### config.mk
export PLATFORM = sky130hd
export DESIGN_NAME = anma_host
export DESIGN_NICKNAME = d
export VERILOG_FILES = /design/src/rtl/anma_pkg.sv /design/src/rtl/anma_wp_step.sv /design/src/rtl/anma_host.sv
export SDC_FILE = /design/constraint.sdc
export NUM_CORES = 1
export LEC_CHECK = 0
export BUFFER_PORTS_ARGS = -buffer_cell sky130_fd_sc_hd__buf_2
export CORE_MARGIN = 2
export CORE_UTILIZATION = 53
export CTS_BUF_LIST = sky130_fd_sc_hd__clkbuf_16
export DETAILED_ROUTE_END_ITERATION = 10
export GPL_ROUTABILITY_DRIVEN = 0
export PLACE_DENSITY = 0.87
export SLEW_MARGIN = 20
export SYNTH_ARGS = -nofsm -noshare
export SYNTH_HDL_FRONTEND = slang
export SYNTH_SLANG_ARGS = --single-unit
### constraint.sdc
create_clock -name clk_sys -period 2.6 [get_ports clk_sys]
set_clock_uncertainty 0.1 [all_clocks]
set_input_delay 0.26 -clock clk_sys [delete_from_list [all_inputs] [get_ports clk_sys]]
set_output_delay 0.26 -clock clk_sys [all_outputs]
set_load 0.03 [all_outputs]
### src/rtl/anma_pkg.sv
// Constants and types shared by the nonvolatile memory host controller
package anma_pkg;

  // ----------------------------------------------------------------
  // Geometry and clock
  // ----------------------------------------------------------------
  localparam int CLK_PERIOD_NS = 100;
  localparam int ADDR_W = 17;
  localparam int DATA_W = 16;
  localparam int COL_W = 2;
  localparam int SYNC_STAGES = 2;
  localparam int CNT_W = 8;
  localparam int STEP_W = 4;

  // ----------------------------------------------------------------
  // Timing, in ns as given, then derived cycle counts
  // ----------------------------------------------------------------
  localparam int ADDRESS_SETUP_TIME_NS = 10;
  localparam int ACCESS_TIME_NS = 70;
  localparam int PRECHARGE_TIME_NS = 60;

  // Least times round up, never below one cycle
  function automatic logic [CNT_W-1:0] ns_to_cyc(input int ns);
    int c;
    c = (ns + CLK_PERIOD_NS - 1) / CLK_PERIOD_NS;
    if (c < 1)
    begin
      c = 1;
    end
    return CNT_W'(c);
  endfunction

  localparam logic [CNT_W-1:0] SETUP_CYC = ns_to_cyc(ADDRESS_SETUP_TIME_NS);
  localparam logic [CNT_W-1:0] WR_CYC = ns_to_cyc(ACCESS_TIME_NS);
  // Reads also wait out the two-stage pin synchroniser plus margin
  localparam logic [CNT_W-1:0] RD_CYC = CNT_W'(ns_to_cyc(ACCESS_TIME_NS) + SYNC_STAGES + 1);
  localparam logic [CNT_W-1:0] PC_CYC = ns_to_cyc(PRECHARGE_TIME_NS);
  localparam logic [CNT_W-1:0] CNT_ONE = 8'h01;

  // ----------------------------------------------------------------
  // Protection-change sequence
  // ----------------------------------------------------------------
  localparam logic [STEP_W-1:0] WP_FIRST_STEP = 4'h0;
  localparam logic [STEP_W-1:0] WP_BYTE_STEP = 4'h6;
  localparam logic [STEP_W-1:0] WP_COMPL_STEP = 4'h7;
  localparam logic [STEP_W-1:0] WP_DUMMY_STEP = 4'h8;
  localparam logic [STEP_W-1:0] WP_LAST_STEP = 4'h9;
  localparam logic [ADDR_W-1:0] WP_ADDR_0 = 17'h12555;
  localparam logic [ADDR_W-1:0] WP_ADDR_1 = 17'h1daaa;
  localparam logic [ADDR_W-1:0] WP_ADDR_2 = 17'h01333;
  localparam logic [ADDR_W-1:0] WP_ADDR_3 = 17'h0eccc;
  localparam logic [ADDR_W-1:0] WP_ADDR_4 = 17'h000ff;
  localparam logic [ADDR_W-1:0] WP_ADDR_5 = 17'h1ff00;
  localparam logic [ADDR_W-1:0] WP_ADDR_6 = 17'h1daaa;
  localparam logic [ADDR_W-1:0] WP_ADDR_7 = 17'h0eccc;
  localparam logic [ADDR_W-1:0] WP_ADDR_8 = 17'h0ff00;
  localparam logic [ADDR_W-1:0] WP_ADDR_9 = 17'h00000;

  typedef enum logic [2:0] {
    ST_IDLE,
    ST_SETUP,
    ST_ACCESS,
    ST_WEND,
    ST_DONE,
    ST_OPEN,
    ST_PRE
  } anma_state_type;

endpackage

### src/rtl/anma_wp_step.sv
// Address, direction and data of each step of the protection-change sequence
`timescale 1ns/100ps
module anma_wp_step
  import anma_pkg::*;
(
  input wire logic [STEP_W-1:0] step,
  input wire logic [7:0] prot_byte,
  output logic [ADDR_W-1:0] step_addr,
  output logic step_write,
  output logic [DATA_W-1:0] step_data
);

  always_comb
  begin
    step_write = 1'h0;
    step_data = 16'h0000;
    step_addr = WP_ADDR_0;
    case (step)
      4'h1: step_addr = WP_ADDR_1;
      4'h2: step_addr = WP_ADDR_2;
      4'h3: step_addr = WP_ADDR_3;
      4'h4: step_addr = WP_ADDR_4;
      4'h5: step_addr = WP_ADDR_5;
      WP_BYTE_STEP:
      begin
        step_addr = WP_ADDR_6;
        step_write = 1'h1;
        step_data = {8'h00, prot_byte};
      end
      WP_COMPL_STEP:
      begin
        step_addr = WP_ADDR_7;
        step_write = 1'h1;
        step_data = {8'h00, ~prot_byte};
      end
      WP_DUMMY_STEP:
      begin
        step_addr = WP_ADDR_8;
        step_write = 1'h1;
      end
      WP_LAST_STEP: step_addr = WP_ADDR_9;
      default: step_addr = WP_ADDR_0;
    endcase
  end

endmodule

### src/rtl/anma_host.sv
// Host-side controller for an asynchronous SRAM-compatible nonvolatile memory
`timescale 1ns/100ps
module anma_host
  import anma_pkg::*;
(
  input wire logic clk_sys,
  input wire logic rstn,
  input wire logic req,
  input wire logic req_write,
  input wire logic [ADDR_W-1:0] req_addr,
  input wire logic [DATA_W-1:0] req_wdata,
  input wire logic [1:0] req_be,
  input wire logic req_hold,
  output logic ready,
  output logic [DATA_W-1:0] rdata,
  output logic rvalid,
  input wire logic wp_req,
  input wire logic [7:0] wp_byte,
  output logic wp_done,
  output logic mem_ce_n,
  output logic mem_we_n,
  output logic mem_oe_n,
  output logic mem_upper_byte_select_n,
  output logic mem_lower_byte_select_n,
  output logic [ADDR_W-1:0] mem_addr,
  input wire logic [DATA_W-1:0] mem_dq_i,
  output logic [DATA_W-1:0] mem_dq_o,
  output logic mem_dq_oe
);

  // ----------------------------------------------------------------
  // State
  // ----------------------------------------------------------------
  typedef struct packed {
    anma_state_type st;
    logic [CNT_W-1:0] cnt;
    logic [ADDR_W-1:0] addr;
    logic [DATA_W-1:0] wdata;
    logic write;
    logic hold;
    logic wp;
    logic [STEP_W-1:0] step;
    logic [7:0] wpb;
    logic ce_n;
    logic we_n;
    logic oe_n;
    logic ub_n;
    logic lb_n;
    logic dq_oe;
    logic ready;
    logic [DATA_W-1:0] rdata;
    logic rvalid;
    logic wp_done;
    logic [DATA_W-1:0] sync1;
    logic [DATA_W-1:0] sync2;
  } anma_regs_type;

  localparam anma_regs_type REGS_RESET = '{
    st: ST_IDLE, cnt: 8'h00, addr: 17'h00000, wdata: 16'h0000, write: 1'h0,
    hold: 1'h0, wp: 1'h0, step: 4'h0, wpb: 8'h00, ce_n: 1'h1, we_n: 1'h1,
    oe_n: 1'h1, ub_n: 1'h1, lb_n: 1'h1, dq_oe: 1'h0, ready: 1'h0,
    rdata: 16'h0000, rvalid: 1'h0, wp_done: 1'h0, sync1: 16'h0000, sync2: 16'h0000};

  anma_regs_type s_q;
  anma_regs_type s_d;

  logic [STEP_W-1:0] step_idx;
  logic [ADDR_W-1:0] step_addr;
  logic step_write;
  logic [DATA_W-1:0] step_data;

  function automatic logic same_row(input logic [ADDR_W-1:0] a, input logic [ADDR_W-1:0] b);
    return a[ADDR_W-1:COL_W] == b[ADDR_W-1:COL_W];
  endfunction

  assign step_idx = (s_q.st == ST_IDLE) ? WP_FIRST_STEP : STEP_W'(s_q.step + 4'h1);

  anma_wp_step u_step (
    .step(step_idx),
    .prot_byte(s_q.wpb),
    .step_addr(step_addr),
    .step_write(step_write),
    .step_data(step_data)
  );

  // ----------------------------------------------------------------
  // Sequencer
  // ----------------------------------------------------------------
  always_comb
  begin
    s_d = s_q;
    s_d.rvalid = 1'h0;
    s_d.wp_done = 1'h0;
    s_d.sync1 = mem_dq_i;
    s_d.sync2 = s_q.sync1;
    case (s_q.st)
      ST_IDLE:
      begin
        if (wp_req && s_q.ready)
        begin
          s_d.wp = 1'h1;
          s_d.hold = 1'h0;
          s_d.wpb = wp_byte;
          s_d.step = WP_FIRST_STEP;
          s_d.addr = step_addr;
          s_d.write = step_write;
          s_d.wdata = step_data;
          s_d.ub_n = 1'h0;
          s_d.lb_n = 1'h0;
          s_d.ready = 1'h0;
          s_d.cnt = SETUP_CYC;
          s_d.st = ST_SETUP;
        end
        else if (req && s_q.ready)
        begin
          s_d.addr = req_addr;
          s_d.write = req_write;
          s_d.wdata = req_wdata;
          s_d.ub_n = ~req_be[1];
          s_d.lb_n = ~req_be[0];
          s_d.hold = req_hold;
          s_d.ready = 1'h0;
          s_d.cnt = SETUP_CYC;
          s_d.st = ST_SETUP;
        end
        else
        begin
          // Idle with nothing taken offers the bus, also right after reset
          s_d.ready = 1'h1;
        end
      end
      ST_SETUP:
      begin
        // Address has stood for the setup time before the strobes move
        if (s_q.cnt == CNT_ONE)
        begin
          s_d.ce_n = 1'h0;
          s_d.we_n = ~s_q.write;
          s_d.oe_n = s_q.write;
          s_d.dq_oe = s_q.write;
          s_d.cnt = s_q.write ? WR_CYC : RD_CYC;
          s_d.st = ST_ACCESS;
        end
        else
        begin
          s_d.cnt = CNT_W'(s_q.cnt - CNT_ONE);
        end
      end
      ST_ACCESS:
      begin
        if (s_q.cnt == CNT_ONE)
        begin
          if (s_q.write)
          begin
            // Data stays driven one cycle past the strobe rise for hold
            s_d.we_n = 1'h1;
            s_d.st = ST_WEND;
          end
          else
          begin
            s_d.oe_n = 1'h1;
            s_d.rdata = s_q.wp ? s_q.rdata : s_q.sync2;
            s_d.rvalid = ~s_q.wp;
            s_d.st = ST_DONE;
          end
        end
        else
        begin
          s_d.cnt = CNT_W'(s_q.cnt - CNT_ONE);
        end
      end
      ST_WEND:
      begin
        s_d.dq_oe = 1'h0;
        s_d.st = ST_DONE;
      end
      ST_DONE:
      begin
        if (s_q.hold && !s_q.wp)
        begin
          s_d.ready = 1'h1;
          s_d.st = ST_OPEN;
        end
        else
        begin
          s_d.ce_n = 1'h1;
          s_d.cnt = PC_CYC;
          s_d.st = ST_PRE;
        end
      end
      ST_OPEN:
      begin
        if (req && same_row(req_addr, s_q.addr))
        begin
          s_d.addr = req_addr;
          s_d.write = req_write;
          s_d.wdata = req_wdata;
          s_d.ub_n = ~req_be[1];
          s_d.lb_n = ~req_be[0];
          s_d.hold = req_hold;
          s_d.ready = 1'h0;
          s_d.cnt = SETUP_CYC;
          s_d.st = ST_SETUP;
        end
        else if (req || !req_hold)
        begin
          // Row change or end of page: close and pre-charge first
          s_d.ce_n = 1'h1;
          s_d.ready = 1'h0;
          s_d.cnt = PC_CYC;
          s_d.st = ST_PRE;
        end
      end
      ST_PRE:
      begin
        if (s_q.cnt != CNT_ONE)
        begin
          s_d.cnt = CNT_W'(s_q.cnt - CNT_ONE);
        end
        else if (s_q.wp && s_q.step != WP_LAST_STEP)
        begin
          s_d.step = step_idx;
          s_d.addr = step_addr;
          s_d.write = step_write;
          s_d.wdata = step_data;
          s_d.cnt = SETUP_CYC;
          s_d.st = ST_SETUP;
        end
        else
        begin
          s_d.wp_done = s_q.wp;
          s_d.wp = 1'h0;
          s_d.ub_n = 1'h1;
          s_d.lb_n = 1'h1;
          s_d.ready = 1'h1;
          s_d.st = ST_IDLE;
        end
      end
      default:
      begin
        s_d = REGS_RESET;
      end
    endcase
  end

  always_ff @(posedge clk_sys or negedge rstn)
  begin
    if (!rstn)
    begin
      s_q <= REGS_RESET;
    end
    else
    begin
      s_q <= s_d;
    end
  end

  // Ready comes up one cycle after reset release, from the idle state
  assign ready = s_q.ready;
  assign rdata = s_q.rdata;
  assign rvalid = s_q.rvalid;
  assign wp_done = s_q.wp_done;
  assign mem_ce_n = s_q.ce_n;
  assign mem_we_n = s_q.we_n;
  assign mem_oe_n = s_q.oe_n;
  assign mem_upper_byte_select_n = s_q.ub_n;
  assign mem_lower_byte_select_n = s_q.lb_n;
  assign mem_addr = s_q.addr;
  assign mem_dq_o = s_q.wdata;
  assign mem_dq_oe = s_q.dq_oe;

  // ----------------------------------------------------------------
  // Checks
  // ----------------------------------------------------------------
  localparam int PC_MIN = int'(PC_CYC);
  localparam int PAGE_MAX = int'(SETUP_CYC) + int'(RD_CYC) + 3;
  logic [CNT_W-1:0] high_cnt_q;

  always_ff @(posedge clk_sys or negedge rstn)
  begin
    if (!rstn)
    begin
      high_cnt_q <= 8'hff;
    end
    else if (!s_q.ce_n)
    begin
      high_cnt_q <= 8'h00;
    end
    else if (high_cnt_q != 8'hff)
    begin
      high_cnt_q <= CNT_W'(high_cnt_q + CNT_ONE);
    end
  end

  wp_addr_hold_a: assert property (@(posedge clk_sys) disable iff (!rstn)
    (s_q.wp && !mem_ce_n) |-> ($stable(mem_addr) && $past(mem_ce_n, 1) == 1'h0 || $fell(mem_ce_n)))
    else $error("Address moved while chip select low in protection sequence");
  wp_addr_setup_a: assert property (@(posedge clk_sys) disable iff (!rstn)
    (s_q.wp && $fell(mem_ce_n)) |-> $stable(mem_addr))
    else $error("Address not set up before chip select fell");
  we_inside_ce_a: assert property (@(posedge clk_sys) disable iff (!rstn)
    !mem_we_n |-> (!mem_ce_n && !mem_oe_n == 1'h0))
    else $error("Write strobe low outside a chip-selected write");
  wp_data_compl_a: assert property (@(posedge clk_sys) disable iff (!rstn)
    (s_q.wp && !mem_we_n && s_q.step == WP_COMPL_STEP)
      |-> (mem_dq_o[7:0] == ~s_q.wpb && mem_addr == WP_ADDR_7 && mem_dq_oe))
    else $error("Protection complement write is wrong");
  wp_data_byte_a: assert property (@(posedge clk_sys) disable iff (!rstn)
    (s_q.wp && !mem_we_n && s_q.step == WP_BYTE_STEP)
      |-> (mem_dq_o[7:0] == s_q.wpb && mem_addr == WP_ADDR_6))
    else $error("Protection byte write is wrong");
  ce_idle_high_a: assert property (@(posedge clk_sys) disable iff (!rstn)
    (s_q.st == ST_IDLE) |-> mem_ce_n)
    else $error("Chip select low while idle");
  precharge_min_a: assert property (@(posedge clk_sys) disable iff (!rstn)
    $fell(mem_ce_n) |-> ($past(high_cnt_q, 1) >= CNT_W'(PC_MIN - 1)))
    else $error("Chip select high shorter than pre-charge time");
  page_budget_a: assert property (@(posedge clk_sys) disable iff (!rstn)
    (s_q.st == ST_OPEN && req && same_row(req_addr, s_q.addr))
      |-> ##[1:PAGE_MAX] (s_q.st == ST_OPEN || s_q.st == ST_PRE))
    else $error("Page access exceeded its cycle budget");

  wp_done_c: cover property (@(posedge clk_sys) disable iff (!rstn) wp_done);
  read_done_c: cover property (@(posedge clk_sys) disable iff (!rstn) rvalid);
  page_reuse_c: cover property (@(posedge clk_sys) disable iff (!rstn)
    (s_q.st == ST_OPEN) ##1 (s_q.st == ST_SETUP && !mem_ce_n));

endmodule

======== Word-level counts from Yosys, hierarchy flattened ========
Cells that the tools add are included.
Widths: inputs -> output; s select.
operators by class
  mux-type cells .......................... 65
  eq/ne operators ......................... 37
  add/sub/neg operators ................... 2
  reduce and logical (&&, ||, !) cells .... 36
  bitwise operators ....................... 15
operator list
  cell                number
  $pmux 34 s4         1
  $pmux 17 s7         1
  $mux 46             2
  $pmux 8 s7          1
  $mux 42             1
  $mux 35             1
  $mux 17             2
  $mux 34             1
  $pmux 17 s2         1
  $mux 32             1
  $mux 8              4
  $pmux 8 s2          2
  $ne 2x2->1 const B  14
  $reduce_and 5->1    5
  $mux 11             2
  $pmux 3 s7          1
  $reduce_and 4->1    5
  $reduce_or 5->1     4
  $mux 1              19
  $mux 3              6
  $eq 4x3->1 const B  4
  $mux 16             1
  $eq 15x15->1        1
  $pmux 5 s3          1
  other kinds (38)    74
word-level totals
  bits of input ports ..................... 65
  logic and storage cells ................. 176
  register bits after elaboration ......... 116

======== Depth between registers and ports, before layout ========
  depth after elaboration ................. 8
  depth in mapped cells ................... 10

======== Modules after synthesis ========
Synthesis repeated with hierarchy kept, for this count alone.
second synthesis, totals
  cells, all modules ...................... 721
  area, all modules ....................... 6865.3 um^2
modules (own cells, without submodules)
  module        area an instance (um^2)  cells each  times used
  anma_host     6422.4                   654         1
  anma_wp_step  442.9                    67          1

======== Worst setup path before layout ========
Ideal clock, no wire load.
  kind .................................... reg-to-reg
  start ................................... register s_q[106] (netlist bit)
  end ..................................... register s_q, in the netlist mem_addr[10]
  cell stages (with the launch flop) ...... 9
  data arrival time ....................... 2.107 ns
  buffers on the path ..................... 1
  clock period less this slack ............ 2.328 ns
  setup slack ............................. 0.272 ns
  required time ........................... 2.379 ns
  cell sequence ........................... dfrtp_1 inv_1 ha_1 nor3b_1 nand2_1 o31ai_2 o211ai_1 buf_2 a22o_1
on the way
  word-level cells in the longest chain between the ends .. 3
ends and longest elaborated chain
  item                               line              text
  start: declaration                 anma_host.sv:64   anma_regs_type s_q;
  start signal: assignment           anma_host.sv:250  s_q <= REGS_RESET;
  start signal: assignment           anma_host.sv:254  s_q <= s_d;
  $ne 8x1->1                         anma_host.sv:216  if (s_q.cnt != CNT_ONE)
  $ne 2x2->1 (no source line)        --
  $reduce_and 5->1 (no source line)  --
Every way passes these cells.
A chain may end at the register's enable or synchronous reset.

======== Worst setup path in the final report ========
  start ................................... register s_q[106] (netlist bit)
  end ..................................... register s_q, in the netlist rdata[12]
on the way
  word-level cells in the longest chain between the ends .. 3
ends and longest elaborated chain
  item                               line              text
  $eq 8x1->1                         anma_host.sv:151  if (s_q.cnt == CNT_ONE)
  $ne 2x2->1 (no source line)        --
  $reduce_and 4->1 (no source line)  --
Every way passes these cells.

==> flow_summary.ini <==
[power_and_ir_drop]
p_per_area_nw_per_um2 = 1190
p_leak_nw = 3.55
power_mw = 9.17
peakVddDrop_uv = 825

[yosys]
synth-compound-area-share = 0.178
synth-seq-cells = 116
netlist_area_um2 = 6280
synth-simple-area-share = 0.168
synth_warnings = 0
syn_nets = 710
avgSynthCellArea_um2 = 9.80
netlist_instances = 641
synth_top_family_by_area = compound AO/OA/AOI/OAI gates
synth_xor_area_frac = 0.0391
synth_fa_ha_area_frac = 0.00797
yosys_most_used_dff = dfrtp_1
synth_edf_count = 0
synth-async-reset-ratio = 1.00
synthMuxAreaShare = 0.0408
ys_seq_area_frac = 0.463
synthDistinctLibCells = 66

[timing]
drv_slew = 0
rsz0062_at_grt = false
tns_ns = 0
max_slew_margin = 0.505
period_minus_slack_ns = 2.45
worstMarginPinSlew_ns = 0.741
max_freq_mhz = 409
setup_violations = 0
hold_viol = 0
hold_ws_ns = 0.0371
fin_crit_sh = 0.941

[global_routing]
grt_pass1_vias = 5487
grt_pass1_wl_mm = 27.2
grt_antenna_before_repair = 0
gr-total-overflow = 0
grt_max_degree = 58
track_usage = 0.271

[clock_tree]
cts_tree = yes
clock-sinks = 116
path_clk_slew_ns = 0.06
cts_buffer_depth = 2
h-tree-depth = 4
cts-root-buf = clkbuf_16
cts-buffers-inserted = 17
insertion_delay_ns = 0.42

[setup_path]
crit_type = register to register
worstSetupStartpoint = s_q[106]
setup.worst_path.end_class = register
cp.arrival_ns = 2.68
worstPathRequired_ns = 2.83
timing.rr.start = s_q[106]
worstSetupStartpointType = register
cp_max_fo = 16

[floorplan]
core.rowCount = 39
die_h_um = 113
start_util = 0.548
pin_count = 123
core_um2 = 11500
die-area_um2 = 12700
die_x_um = 113

[final_layout]
final_cell_mix = 121 x buf_2, 110 x dfrtp_1, 68 x nand2_1
syn2layout_area_growth_pct = 23.0
nNetsFinal = 830
final_cell_area_um2 = 7720
drive_gt1_frac = 0.265
n_antenna_cell = 0
layout_commonest_cell = buf_2

[detailed_routing]
ant_nets = 0
viasPerCell = 5.87
drt-pass1-iter-count = 5
num_vias = 5379
drt_wl_total_mm = 16.6
wl_per_cell_um = 18.2
first_iter_violations = 403
drc = 0

[run_status]
status = finished clean

[hold_path]
hp-class = input pin to register
holdCritStartpoint = req_wdata[2]

[place]
dpl_cell_area_um2 = 6810
numPortBuffers = 122
hpwlAfterDp_mm = 10.9

[job]
drv_cap = 0
-- power by group --
group | switching [mW] | internal, mW | total (mW)
combinational | 2.52 | 1.61 | 4.13
sequential | 0.460 | 2.28 | 2.74
clock | 0.943 | 1.35 | 2.30
total | 3.92 | 5.25 | 9.17
-- cells by family after synthesis --
family / count (synthesis)
XOR/XNOR: 28
AO/OA/AOI/OAI: 156
buffers and inverters: 112
multiplexers: 25
adder cells (fa/ha/maj): 4
flip-flops: 116
AND/OR/NAND/NOR: 200
-- cell usage after synthesis, drive strengths merged (3+ instances only) --
cell type | n | area share
o21bai | 3 | 0.0036
mux2i | 20 | 0.032
or3 | 7 | 0.0070
and2 | 36 | 0.036
dfrtp | 111 | 0.44
mux2 | 5 | 0.0090
a22o | 10 | 0.014
dfstp | 5 | 0.021
o211ai | 5 | 0.0060
a22oi | 8 | 0.0096
o2bb2ai | 19 | 0.026
inv | 24 | 0.014
a31oi | 4 | 0.0040
nand4 | 6 | 0.0060
or3b | 3 | 0.0042
nand2 | 68 | 0.041
nor2 | 18 | 0.011
o22ai | 4 | 0.0040
ha | 4 | 0.0080
nand3 | 19 | 0.015
a211oi | 3 | 0.0036
a32o | 10 | 0.016
or4 | 4 | 0.0054
nand2b | 7 | 0.0070
buf | 63 | 0.074
o21ai | 38 | 0.030
nor3 | 12 | 0.011
nor2b | 6 | 0.0060
o21a | 8 | 0.0096
clkbuf | 25 | 0.015
and3 | 6 | 0.0060
o31ai | 6 | 0.0080
nand3b | 3 | 0.0036
a21oi | 20 | 0.016
xnor2 | 26 | 0.036
-- state kept, by name, indices dropped and copies added, names as in the netlist --
| register | cells |
|---|---|
| mem_lower_byte_select_n | 1 |
| rvalid | 1 |
| mem_we_n | 1 |
| mem_addr | 17 |
| mem_oe_n | 1 |
| ready | 1 |
| mem_upper_byte_select_n | 1 |
| wp_done | 1 |
| s_q | 58 |
| rdata | 16 |
| mem_dq_oe | 1 |
| mem_ce_n | 1 |
| mem_dq_o | 16 |
-- path summary, 6_finish.rpt --
path | slack, ns | cells after the start | end
max in group asynchronous | 1.44 | 3 | s_q[68]
worst min-delay path | 0.04 | 3 | mem_dq_o[2]
worst max register to register | 0.15 | 8 | rdata[12]
min in group asynchronous | 0.18 | 2 | mem_addr[13]
worst max-delay path | 0.15 | 8 | rdata[12]
worst min register to register | 0.35 | 1 | s_q[4]
-- per-layer routing --
| metal | share of wire | vias to the layer above | track usage |
|---|---|---|---|
| met5 | 0 | - | 0 |
| met2 | 0.51 | 276 | 0.467 |
| met1 | 0.39 | 2621 | 0.319 |
| met4 | 0.025 | 0 | 0.113 |
| li1 | - | 2451 | - |
| met3 | 0.073 | 31 | 0.0777 |
-- per-stage QoR --
| step | utilization | instances | setup WS (ns) |
|---|---|---|---|
| 3_3_place_gp | 0.594 | 852 | 0.303 |
| 3_5_place_dp | 0.594 | 852 | 0.187 |
| 6_report | 0.673 | 917 | 0.154 |
| 5_1_grt | 0.673 | 917 | 0.0280 |
| 4_1_cts | 0.673 | 917 | 0.164 |
| 2_1_floorplan | - | 641 | 0.272 |
-- area by class of cell --
class / instances / area [um^2]
Fill cell: 841 / 3750
Sequential cell: 116 / 2910
Clock inverter: 15 / 156
Clock buffer: 17 / 425
Timing Repair Buffer: 189 / 1240
Tap cell: 143 / 179
Inverter: 24 / 90.1
Multi-Input combinational cell: 413 / 2720
-- repair_timing --
item                                    4_1_cts  5_1_grt
hold buffers                                 33        0
endpoints found under the setup margin        0       32
hold endpoints to repair                     59        0
resized for setup                             0        1
buffers inserted                              0        0
-- critical path, cell delays in order (launching register included) --
cell and delay [ns]:
dfrtp_1 0.39, inv_1 0.09, ha_1 0.16, or3b_2 0.52, nor3_4 0.25, nor4b_2 0.26
o21a_1 0.20, buf_12 0.18, mux2i_1 0.22
No activity file was read; power rests on OpenSTA's default activity.
